===== config.mk =====
export PLATFORM = sky130hd
export DESIGN_NAME = cac_datapath_core
export DESIGN_NICKNAME = d
export VERILOG_FILES = /design/src/core/cac_pkg.sv /design/src/core/cac_datapath_core.sv
export VERILOG_INCLUDE_DIRS = /design/src /design/src/core
export SDC_FILE = /design/constraint.sdc
export NUM_CORES = 1
export LEC_CHECK = 0
export ABC_AREA = 1
export BUFFER_PORTS_ARGS = -buffer_cell sky130_fd_sc_hd__buf_2
export CORE_MARGIN = 3
export CORE_UTILIZATION = 45
export CTS_CLUSTER_DIAMETER = 30
export DETAILED_ROUTE_END_ITERATION = 16
export SLEW_MARGIN = 20
export SYNTH_ARGS = -nofsm -noshare
export SYNTH_HDL_FRONTEND = slang
export SYNTH_SLANG_ARGS = --single-unit

===== constraint.sdc =====
create_clock -name ref_clk -period 2.6 [get_ports ref_clk]
set_input_delay 0.39 -clock ref_clk [delete_from_list [all_inputs] [get_ports ref_clk]]
set_output_delay 0.39 -clock ref_clk [all_outputs]
set_load 0.05 [all_outputs]

===== src/core/cac_map.svh =====
`ifndef CAC_MAP_SVH
`define CAC_MAP_SVH

// ----------------------------------------------------------------------------
// Widths and reset values
// ----------------------------------------------------------------------------
`define CAC_IP_W       10
`define CAC_IR_W       14
`define CAC_DATA_W     8
`define CAC_IP_RST     10'h03ff
`define CAC_NOP        14'h0000
`define CAC_W_RST      8'h00
`define CAC_FSR_RST    8'h00

// ----------------------------------------------------------------------------
// Special registers mapped into data memory, and status bit positions
// ----------------------------------------------------------------------------
`define CAC_ADDR_IND   8'h00
`define CAC_ADDR_IPL   8'h02
`define CAC_ADDR_STAT  8'h03
`define CAC_ADDR_FSR   8'h04
`define CAC_STAT_C     0
`define CAC_STAT_HB    1
`define CAC_STAT_Z     2

// ----------------------------------------------------------------------------
// Instruction classes, held in the two top opcode bits
// ----------------------------------------------------------------------------
`define CAC_CLS_BYTE   2'h0
`define CAC_CLS_JUMP   2'h2
`define CAC_CLS_LIT    2'h3

`endif


===== src/core/cac_pkg.sv =====
`include "cac_map.svh"

package cac_pkg;

  // Four phases of one instruction cycle, one-hot.
  typedef enum logic [3:0] {
    PH_LATCH = 4'h1,
    PH_READ  = 4'h2,
    PH_CALC  = 4'h4,
    PH_WRITE = 4'h8
  } cac_phase_e;

  // Whole state of the core.
  typedef struct packed {
    cac_phase_e             phase;
    logic [`CAC_IP_W-1:0]   ip;
    logic [`CAC_IR_W-1:0]   ir;
    logic [7:0]             w;
    logic                   carry;
    logic                   hb;
    logic                   zero;
    logic [7:0]             fsr;
    logic [7:0]             opnd;
    logic [7:0]             daddr;
    logic [7:0]             wdata;
    logic                   we;
  } cac_state_s;

endpackage : cac_pkg


===== src/core/cac_datapath_core.sv =====
`timescale 1ns/1ps
`include "cac_map.svh"

// Notes on behaviour
// - The ALU is eight bits wide and adds, subtracts, shifts and does Boolean operations.
// - Arithmetic results are two's complement unless an instruction says otherwise.
// - Two-operand work pairs the accumulator with a file register or a constant.
// - The accumulator is an eight-bit register that no data address reaches.
// - Instructions update carry, half borrow and zero flags as each one defines.
// - In subtraction the carry and half flags mean no borrow and no half borrow.
// - Instructions are fourteen bits, fetched in one cycle on their own bus.
// - Fetch of the next instruction overlaps execution of the current one.
// - The instruction pointer spans 1K words.
// - Pointer, status and indirection registers sit in data memory, direct or indirect.
// - An instruction that changes the pointer takes two cycles, discarding the prefetch.
// - The clock is divided into four non-overlapping phases per instruction cycle.
// - The operand is read in the second phase and the result written in the fourth.
module cac_datapath_core
  import cac_pkg::*;
(
  input  wire logic                 ref_clk,            // Core clock, 250 MHz.
  input  wire logic                 srst,               // Synchronous reset, high.
  input  wire logic                 ce,                 // Clock enable, low freezes all.
  output logic [`CAC_IP_W-1:0]      prog_addr,          // Program memory word address.
  input  wire logic [`CAC_IR_W-1:0] prog_data,          // Program memory word.
  output logic [7:0]                dmem_addr,          // Data memory byte address.
  input  wire logic [7:0]           dmem_rdata,         // Data memory read data.
  output logic [7:0]                dmem_wdata,         // Data memory write data.
  output logic                      dmem_we,            // Data memory write strobe.
  output logic                      operand_read_phase, // Second phase of the cycle.
  output logic                      result_write_phase  // Fourth phase of the cycle.
);

  // --------------------------------------------------------------------------
  // Helper functions
  // --------------------------------------------------------------------------

  // Adder returning {carry, half carry, sum}; subtraction feeds ~b and 1.
  function automatic logic [9:0] cac_add(input logic [7:0] a,
                                         input logic [7:0] b,
                                         input logic       cin);
    logic [4:0] lo;
    logic [8:0] full;
    lo   = {1'b0, a[3:0]} + {1'b0, b[3:0]} + {4'h0, cin};
    full = {1'b0, a} + {1'b0, b} + {8'h00, cin};
    cac_add = {full[8], lo[4], full[7:0]};
  endfunction : cac_add
  // True for addresses that live inside the core rather than in memory.
  function automatic logic cac_is_sfr(input logic [7:0] a);
    cac_is_sfr = (a == `CAC_ADDR_IND) || (a == `CAC_ADDR_IPL) ||
                 (a == `CAC_ADDR_STAT) || (a == `CAC_ADDR_FSR);
  endfunction : cac_is_sfr

  // --------------------------------------------------------------------------
  // State and reset value
  // --------------------------------------------------------------------------
  localparam cac_state_s ST_RST = '{
    phase: PH_LATCH,
    ip:    `CAC_IP_RST,
    ir:    `CAC_NOP,
    w:     `CAC_W_RST,
    carry: 1'b0,
    hb:    1'b0,
    zero:  1'b0,
    fsr:   `CAC_FSR_RST,
    opnd:  8'h00,
    daddr: 8'h00,
    wdata: 8'h00,
    we:    1'b0
  };
  cac_state_s  s_ff;
  cac_state_s  nxt_s;
  // Decode results, shared by the write strobe and the commit.
  logic [9:0]  sum;
  logic [7:0]  res, lit, rd_mux;
  logic        wr_w, wr_f, upd_z, upd_c, upd_hb, c_new;
  logic        hb_new, skip, go, ip_wr, flush, is_sub;
  assign lit = s_ff.ir[7:0];
  // --------------------------------------------------------------------------
  // Operand mux: core registers answer for their own addresses
  // --------------------------------------------------------------------------
  always_comb begin
    case (s_ff.daddr)
      `CAC_ADDR_IPL:  rd_mux = s_ff.ip[7:0];
      `CAC_ADDR_STAT: rd_mux = {5'h00, s_ff.zero, s_ff.hb, s_ff.carry};
      `CAC_ADDR_FSR:  rd_mux = s_ff.fsr;
      `CAC_ADDR_IND:  rd_mux = 8'h00;  // Indirect through itself reads zero.
      default:        rd_mux = dmem_rdata;
    endcase
  end

  // --------------------------------------------------------------------------
  // Instruction decode and ALU
  // --------------------------------------------------------------------------
  // Runs every cycle; its outputs are only used in the third and fourth
  // phases, when the operand register is already stable.
  always_comb begin
    sum    = 10'h000;
    res    = 8'h00;
    wr_w   = 1'b0;
    wr_f   = 1'b0;
    upd_z  = 1'b0;
    upd_c  = 1'b0;
    upd_hb = 1'b0;
    c_new  = 1'b0;
    hb_new = 1'b0;
    skip   = 1'b0;
    go     = 1'b0;
    is_sub = 1'b0;
    case (s_ff.ir[13:12])
      `CAC_CLS_BYTE: begin
        // The d bit picks the file register or the accumulator.
        wr_f = s_ff.ir[7];
        wr_w = ~s_ff.ir[7];
        case (s_ff.ir[11:8])
          4'h0: begin
            res  = s_ff.w;
            wr_w = 1'b0;
          end
          4'h1: upd_z = 1'b1;
          4'h2: begin
            sum    = cac_add(s_ff.opnd, ~s_ff.w, 1'b1);
            res    = sum[7:0];
            is_sub = 1'b1;
            {upd_c, upd_hb, upd_z} = 3'h7;
          end
          4'h3: begin
            res   = s_ff.opnd - 8'h01;
            upd_z = 1'b1;
          end
          4'h4: begin
            res   = s_ff.opnd | s_ff.w;
            upd_z = 1'b1;
          end
          4'h5: begin
            res   = s_ff.opnd & s_ff.w;
            upd_z = 1'b1;
          end
          4'h6: begin
            res   = s_ff.opnd ^ s_ff.w;
            upd_z = 1'b1;
          end
          4'h7: begin
            sum = cac_add(s_ff.opnd, s_ff.w, 1'b0);
            res = sum[7:0];
            {upd_c, upd_hb, upd_z} = 3'h7;
          end
          4'h8: begin
            res   = s_ff.opnd;
            upd_z = 1'b1;
          end
          4'h9: begin
            res   = ~s_ff.opnd;
            upd_z = 1'b1;
          end
          4'ha: begin
            res   = s_ff.opnd + 8'h01;
            upd_z = 1'b1;
          end
          4'hb: begin
            res  = s_ff.opnd - 8'h01;
            skip = (res == 8'h00);
          end
          4'hc: begin
            res   = {s_ff.carry, s_ff.opnd[7:1]};
            upd_c = 1'b1;
          end
          4'hd: begin
            res   = {s_ff.opnd[6:0], s_ff.carry};
            upd_c = 1'b1;
          end
          4'he: res = {s_ff.opnd[3:0], s_ff.opnd[7:4]};
          default: begin
            res  = s_ff.opnd + 8'h01;
            skip = (res == 8'h00);
          end
        endcase
        // Carry out of the shifts is the bit shifted away.
        c_new = (s_ff.ir[11:8] == 4'hc) ? s_ff.opnd[0] :
                (s_ff.ir[11:8] == 4'hd) ? s_ff.opnd[7] : sum[9];
        hb_new = sum[8];
      end
      `CAC_CLS_LIT: begin
        wr_w = 1'b1;
        case (s_ff.ir[11:8])
          4'h0, 4'h1, 4'h2, 4'h3: res = lit;
          4'h8: begin
            res   = lit | s_ff.w;
            upd_z = 1'b1;
          end
          4'h9: begin
            res   = lit & s_ff.w;
            upd_z = 1'b1;
          end
          4'ha: begin
            res   = lit ^ s_ff.w;
            upd_z = 1'b1;
          end
          4'hc, 4'hd: begin
            sum    = cac_add(lit, ~s_ff.w, 1'b1);
            res    = sum[7:0];
            is_sub = 1'b1;
            {upd_c, upd_hb, upd_z} = 3'h7;
          end
          4'he, 4'hf: begin
            sum = cac_add(lit, s_ff.w, 1'b0);
            res = sum[7:0];
            {upd_c, upd_hb, upd_z} = 3'h7;
          end
          default: wr_w = 1'b0;  // Stack returns are not part of this core.
        endcase
        c_new  = sum[9];
        hb_new = sum[8];
      end
      `CAC_CLS_JUMP: go = s_ff.ir[11];
      default: ;
    endcase
  end

  // A write to the pointer, a jump or a taken skip drops the prefetch.
  assign ip_wr = wr_f && (s_ff.daddr == `CAC_ADDR_IPL);
  assign flush = go || ip_wr || skip;

  // --------------------------------------------------------------------------
  // Phase sequencer, fetch and commit
  // --------------------------------------------------------------------------
  always_comb begin
    nxt_s = s_ff;
    case (s_ff.phase)
      PH_LATCH: begin
        nxt_s.phase = PH_READ;
        // Pointer steps here, so the word fetched this cycle is the next one.
        nxt_s.ip    = s_ff.ip + 10'h001;
        nxt_s.daddr = (s_ff.ir[6:0] == 7'h00) ? s_ff.fsr
                                              : {1'b0, s_ff.ir[6:0]};
      end
      PH_READ: begin
        nxt_s.phase = PH_CALC;
        nxt_s.opnd  = rd_mux;
      end
      PH_CALC: begin
        nxt_s.phase = PH_WRITE;
        nxt_s.wdata = res;
        nxt_s.we    = wr_f && !cac_is_sfr(s_ff.daddr);
      end
      PH_WRITE: begin
        nxt_s.phase = PH_LATCH;
        nxt_s.we    = 1'b0;
        if (wr_w) begin
          nxt_s.w = res;
        end
        if (wr_f && s_ff.daddr == `CAC_ADDR_STAT) begin
          nxt_s.carry = res[`CAC_STAT_C];
          nxt_s.hb    = res[`CAC_STAT_HB];
          nxt_s.zero  = res[`CAC_STAT_Z];
        end
        if (wr_f && s_ff.daddr == `CAC_ADDR_FSR) begin
          nxt_s.fsr = res;
        end
        // Flag updates win over a direct write of the status register.
        if (upd_c) begin
          nxt_s.carry = c_new;
        end
        if (upd_hb) begin
          nxt_s.hb = hb_new;
        end
        if (upd_z) begin
          nxt_s.zero = (res == 8'h00);
        end
        // Loads sit one below target because the latch phase steps first.
        if (go) begin
          nxt_s.ip = s_ff.ir[9:0] - 10'h001;
        end else if (ip_wr) begin
          nxt_s.ip = {s_ff.ip[9:8], res} - 10'h001;
        end
        nxt_s.ir = flush ? `CAC_NOP : prog_data;
      end
      default: nxt_s = ST_RST;
    endcase
  end
  // Single register for the whole state; the enable freezes everything.
  always_ff @(posedge ref_clk) begin
    if (srst) begin
      s_ff <= ST_RST;
    end else if (ce) begin
      s_ff <= nxt_s;
    end
  end

  // --------------------------------------------------------------------------
  // Outputs, all straight from the state register
  // --------------------------------------------------------------------------
  assign prog_addr          = s_ff.ip;
  assign dmem_addr          = s_ff.daddr;
  assign dmem_wdata         = s_ff.wdata;
  assign dmem_we            = s_ff.we;
  assign operand_read_phase = s_ff.phase[1];
  assign result_write_phase = s_ff.phase[3];
endmodule : cac_datapath_core


==> results.md, run 1 <==
- Status: finished, violations left
- Failing checks: negative setup slack
- Initial antenna violation count: 0
- Critical Path Start: lit[0]
- Worst Path Max Fanout: 3
- CORE AREA: approximately 15,000 um2
- Largest family of logic cells by synthesized area: simple AND/OR/NAND/NOR gates
- Number of global-route vias before repair: around 8,000
- Hold Slack: 0.231 ns
- Largest net degree at the start of global routing: 38
- Max-slew violations: 0
- RSZ-0062 raised after global routing: yes
- Fmax: about 360 MHz
- Syn_nets: between 1,000 and 1,500
- Tot Pwr: around 3.9 mW
- Synth-to-layout area growth: 37.8%
- H-tree depth: 3
- Residual DRC count: 0
- Routed wire length: slightly below 30,000 um
- Max clock buf depth: 2
- Distinct cells, synth: 45
- Clk_lat worst skew: 0.35 ns
- Worst Clk Skew: ~0.015 ns
- Multi-input logic area: between 5000 and 6000 um2
- Mapped Cells: approximately 1,200
- DR vias: around 8,900
- Worst endpoint data arrival time: around 3.0 ns
- Seq/Total Area, Yosys: roughly a fifth
- CTS tree: yes
- Mux cell area share after synthesis: 0%
- Simple-Gate Fraction of Synth Area: between 30% and 40%
- Startpoint types: flop
- Required time worst endpoint: 2.84 ns
- Die W: around 130 um
- Worst hold path class: in -> reg
- Hold Vio Cnt, Final: 0
- Worst-path clk slew: around 0.07 ns
- Clock Sinks: between 70 and 80
- Cts bufs inserted: 9
- Compound-cell area share of the yosys netlist: around 16%
- Total GRT Usage: 32.9%
- Final period util: 106%
- Crit Path Class: reg -> reg
- First-pass GRT wire length: roughly 45,000 um
- Cts hold-fix bufs: 0
- Root cell of the clock tree: clkbuf_16
- I/O Pins: 54
- Commonest non-fill, non-tap cell in the layout: nand2_1
- Final nets: about 1,500
- Post-layout min period: roughly 2.7 ns
- Layout cells sized above 1: a little under a third
- Congestion Overflow GR: 0
- Post-DRT Antenna Nets: 0
- Final Setup Violations: 8
- Hpwl dp: around 24,000 um
- RR Startpoint: lit[0]
- Post-synth top area share: a little over 20%
- Ys flop type: dfxtp_1
- CP Capture Type: flop
- Syn avg cell area: between 5 and 6 um2
- Synth Register Bits: slightly above 70
- Initial Util: approximately 46%
- Total of max-cap violations: 0
- Post-synth EDFFs: 0
- Post-synthesis adder-cell area fraction: 11.2%
- Leakage power: about 4.7 nW
- Post-route setup slack: -0.148 ns
- Top post-synthesis cells by area: dfxtp_1 20%, nand2_1 19%, ha_1 10%
- Mapped cell area: a little over 7000 um2
- Die area: approximately 17,000 um2
- Most frequent cells in the layout: 324 x nand2_1, 200 x buf_4, 114 x inv_1, 101 x nand3_1, 89 x nor2_1
- Port Buffer Count: between 50 and 60
- Most area-hungry cell type in the Yosys netlist: dfxtp_1
- DR vias/cell: 5.49
- Post-Synth XOR/XNOR Area: ~1.4%
- Register area: roughly 1500 um2
- Hold path startpoint: ce
- Post-synth ARST share: 0%
- Worst vdd ir: 613 uV
- Placed Cells: 1,589
- FP Rows: 45
- Fill cells: roughly 1,500
- Die H: roughly 130 um
- First-pass iteration count of the detailed router: 5
- Rel. slew slack: 39.4%
- Slew at the pin closest to its max-slew limit: approximately 0.9 ns
- Pwr Density: 396 nW/um2
- Final Non-Filler Cells: 1,625
- GPL Wtd Cong: 1.03
- DRT iter0 DRCs: ~880
- Ys Warns: 0
- Routed wire per std cell: between 15 and 20 um
where the power goes:
part	total, mW	internal, mW	switching, mW
registers	1.21	1.15	0.0571
clock network	1.34	0.762	0.575
logic	1.33	0.517	0.809
state kept, by name, indices dropped and copies added, names as in the netlist:
signal / flops
s_ff: 35
prog_addr: 10
dmem_addr: 8
dmem_wdata: 8
lit: 8
dmem_we: 1
operand_read_phase: 1
result_write_phase: 1
worst paths after layout:
kind	endpoint	slack, ns	cells after the start
worst max-delay path	prog_addr[8]	-0.15	20
worst min register to register	dmem_we	0.46	2
worst min-delay path	s_ff[68]	0.23	2
worst max register to register	prog_addr[8]	-0.15	20
cell type report:
class	instances	area share, %
Clock inverter	7	0.831
Clock buffer	9	2.30
Multi-Input combinational cell	925	54.4
Antenna cell	1	0.0256
Inverter	140	5.57
Timing Repair Buffer	260	19.1
Sequential cell	72	15.0
Tap cell	211	2.70
through the flow:
stage	setup slack [ns]	setup TNS, ns	utilization (%)	cell area [um2]
after global placement	-0.217	-1.41	57.0	8730
after CTS	-0.0658	-0.294	60.8	9310
final	-0.148	-0.646	63.9	9790
after global routing	-0.309	-2.23	63.9	9780
after floorplan	-0.00279	-0.00279	-	7120
after detailed placement	-0.294	-2.06	57.0	8730
logic make-up (layout without fill, tap and decap cells):
logic type	count (synthesis)	after routing
other	0	1
AO/OA/AOI/OAI	205	205
XOR/XNOR	11	11
flip-flops	72	72
buffers and inverters	203	416
adder cells (fa/ha/maj)	61	61
AND/OR/NAND/NOR	648	648
cell usage after synthesis (5+ instances only):
| library cell | instances |
|---|---|
| o22ai_1 | 24 |
| clkinv_1 | 5 |
| nor2_1 | 96 |
| inv_1 | 131 |
| nand4_1 | 27 |
| clkbuf_1 | 26 |
| nor3_1 | 17 |
| nand3_1 | 120 |
| nand2_1 | 361 |
| nor2_2 | 5 |
| ha_1 | 57 |
| buf_4 | 29 |
| o211ai_1 | 8 |
| o21ai_0 | 66 |
| nor4_1 | 5 |
| buf_2 | 5 |
| o21ai_1 | 7 |
| a21oi_1 | 79 |
| dfxtp_1 | 72 |
| xor2_1 | 11 |
critical path, stage by stage, from the launching register on:
cell and delay (ns):
dfxtp_4 0.37, inv_2 0.06, ha_4 0.15, inv_2 0.07, fa_2 0.44, nand2_2 0.08
o2111ai_2 0.09, o21ai_1 0.18, nand2_2 0.12, nand3_2 0.08, and2_4 0.15, ha_4 0.15
nand3_4 0.07, inv_4 0.08, nand3_4 0.08, nor2_4 0.15, nand3_2 0.08, nand3_2 0.08
nand2_1 0.05, nand2_1 0.05, nand2_1 0.05
what timing repair did:
item	4_1_cts	5_1_grt
buffers inserted	8	11
resized for setup	56	113
pin swaps	15	50
setup endpoints to repair	11	29
routing by layer:
metal	GRT usage, %	up-vias	wire length, um
met5	0	-	0
met4	13.0	0	1300
met3	6.39	71	2560
met2	49.4	409	12400
met1	46.3	4080	13100
li1	-	4369	-
No activity file was read; power rests on OpenSTA's default activity.
==> run 2, diff against run 1 <==
- BUFFER_PORTS_ARGS: -buffer_cell sky130_fd_sc_hd__buf_2 -> -buffer_cell sky130_fd_sc_hd__buf_4
- SETUP_SLACK_MARGIN: not set -> 0.15
==> run 2 against run 1 <==
  * The run still ends with negative setup slack left
  * First-iteration DRC count grew 19%
  * Combinational power grew 4%
  * Critical path depth is the same
  * Sequential share of layout area fell by 0.31 points
  * Routed wire length grew 1.4%
  * Register-to-register slack about the same
  * Count of clock-buffer cells in the layout did not move
  * Setup slack gained 0.0086 ns
  * Sequential power about the same
  * Die area unchanged
  * Sequential cell count stayed put
  * Critical path type unchanged
==> results.md, run 2 (synthesis results as in run 1) <==
- Cts hold-fix bufs: 0
- DR vias: approximately 9,000
- Fmax: between 300 and 400 MHz
- CORE AREA: between 15,000 and 20,000 um2
- Worst Clk Skew: 0.0138 ns
- Initial antenna violation count: 0
- Failing checks: negative setup slack
- Post-layout min period: 2.74 ns
- Total of max-cap violations: 0
- Root cell of the clock tree: clkbuf_16
- Hold path startpoint: ce
- First-pass GRT wire length: ~45,000 um
- Fin area: around 10000 um2
- I/O Pins: 54
- Hold endpoint: s_ff[68]
- Reg-to-reg setup timing slack: -0.14 ns
- DRT iter0 DRCs: about 1,100
- Largest register by flop count: s_ff
- Pwr Density: slightly below 400 nW/um2
- Post-route setup slack: -0.140 ns
- Startpoint types: flop
- Worst vdd ir: roughly 350 uV
- Status: finished, violations left
- Final Setup Violations: 8
- Max-slew violations: 0
- Final period util: 105%
- Congestion Overflow GR: 0
- Cts bufs inserted: 9
- Largest net degree at the start of global routing: 39
- Worst Path Max Fanout: 6
- Slew at the pin closest to its max-slew limit: approximately 0.58 ns
- Rel. slew slack: 61.3%
- Hold Slack: between 0.2 and 0.25 ns
- Residual DRC count: 0
- Max clock buf depth: 2
- Required time worst endpoint: 2.83 ns
- CTS tree: yes
- DP Area: around 9000 um2
- Total GRT Usage: 33.2%
- Hpwl dp: around 24,000 um
- Clock Sinks: 72
- FP Rows: 45
- CP Capture Type: flop
- Worst hold path class: in -> reg
- Die area: 17,300 um2
- Die W: 132 um
- Post-DRT Antenna Nets: 0
- First-pass iteration count of the detailed router: 5
- RR Startpoint: s_ff[36]
- Port Buffer Count: 53
- Die H: approximately 130 um
- Crit Path Class: reg -> reg
- FF-to-FF path depth: 20
- Final nets: 1,483
- Commonest non-fill, non-tap cell in the layout: nand2_1
- DR vias/cell: ~5.6
- Routed wire length: roughly 30,000 um
- R2R Path End: prog_addr[7]
- Leakage power: between 4 and 5 nW
- Hold Path Depth: 2
- Layout cells sized above 1: a little under a third
- RSZ-0062 raised after global routing: yes
- Routed wire per std cell: ~18 um
- Max reg flops: 35
- Worst-path clk slew: roughly 0.07 ns
- Number of global-route vias before repair: 8,212
- Tot Pwr: 3.87 mW
- Clk_lat worst skew: 0.35 ns
- Synth-to-layout area growth: 40.4%
- Worst endpoint data arrival time: a little under 3 ns
- H-tree depth: 3
- Ant diodes: 0
- GPL Wtd Cong: between 1 and 1.5
- Initial Util: 46.4%
- Most frequent cells in the layout: 327 x nand2_1, 239 x buf_4, 111 x inv_1, 95 x nand3_1, 87 x nor2_1
- Hold Vio Cnt, Final: 0
-- run 2: cell count changes in the layout (fill, tap and decap cells not counted), moves of 5 or more --
| cell | before | now |
|---|---|---|
| buf_4 | 200 | 239 |
| nand3_1 | 101 | 95 |
| a21oi_2 | 6 | 15 |
| nand3_2 | 18 | 25 |
| nor2_4 | 4 | 9 |
| buf_2 | 53 | 0 |
| a21oi_1 | 73 | 63 |
-- run 2: how the worst max path moves through the flow --
stage / from / to / slack, ns / cells after the start
2_1_floorplan: s_ff[17] / prog_addr[8] / 0.03 / 22
3_3_place_gp: s_ff[52] / prog_addr[8] / -0.23 / 22
3_5_place_dp: lit[0] / prog_addr[6] / -0.23 / 20
4_1_cts: s_ff[17] / prog_addr[6] / -0.06 / 22
5_1_grt: s_ff[36] / prog_addr[9] / -0.30 / 23
6_report: s_ff[36] / prog_addr[7] / -0.14 / 20
-- run 2: report_power, final --
part	switching, mW	total [mW]	leakage (nW)	internal, mW
clock	0.598	1.27	0.145	0.676
sequential	0.0560	1.21	0.593	1.15
combinational	0.834	1.38	4.00	0.549
total	1.49	3.87	4.74	2.38
-- run 2: area by class of cell --
class / count / area, um2
Clock buffer: 9 / 225
Clock inverter: 7 / 66.3
Fill cell: 1488 / 5340
Inverter: 140 / 542
Multi-Input combinational cell: 925 / 5440
Sequential cell: 72 / 1470
Tap cell: 211 / 264
Timing Repair Buffer: 249 / 1970
-- run 2: layer usage --
metal	wire length, um	track usage, %	part of all wire, %
met5	0	0	0
met3	3090	10.1	10
met2	12700	48.3	43
met4	1410	15.1	4.7
met1	12700	45.1	42
-- run 2: through the flow --
step	TNS [ns]	util (%)	worst slack, ns	std cells
after detailed placement	-1.52	58.3	-0.226	1583
after floorplan	0	-	0.0323	1200
after global routing	-2.14	65.1	-0.303	1613
after global placement	-1.32	58.3	-0.231	1583
after CTS	-0.198	63.1	-0.0584	1606
final	-0.685	65.1	-0.140	1613
-- run 2: what timing repair did --
item | in CTS | in global routing
pin swaps | 42 | 39
gates resized for setup | 109 | 79
setup buffers | 7 | 7
setup endpoints to repair | 33 | 40
gates cloned | 0 | 0
-- run 2: critical path, cell delays in order (launching register included) --
cell	delay [ns]
dfxtp_4	0.43
ha_4	0.15
inv_2	0.04
fa_2	0.41
buf_4	0.15
nand4_1	0.12
nand4_1	0.12
nand3_2	0.10
nand3_2	0.08
nand2_2	0.11
nand2_2	0.09
nand2_2	0.08
nand2_1	0.07
nand2_1	0.10
nand2_1	0.09
nor2_4	0.14
nand4_1	0.12
nand3_2	0.09
nand2_1	0.05
nand2_1	0.05
nand2_1	0.04
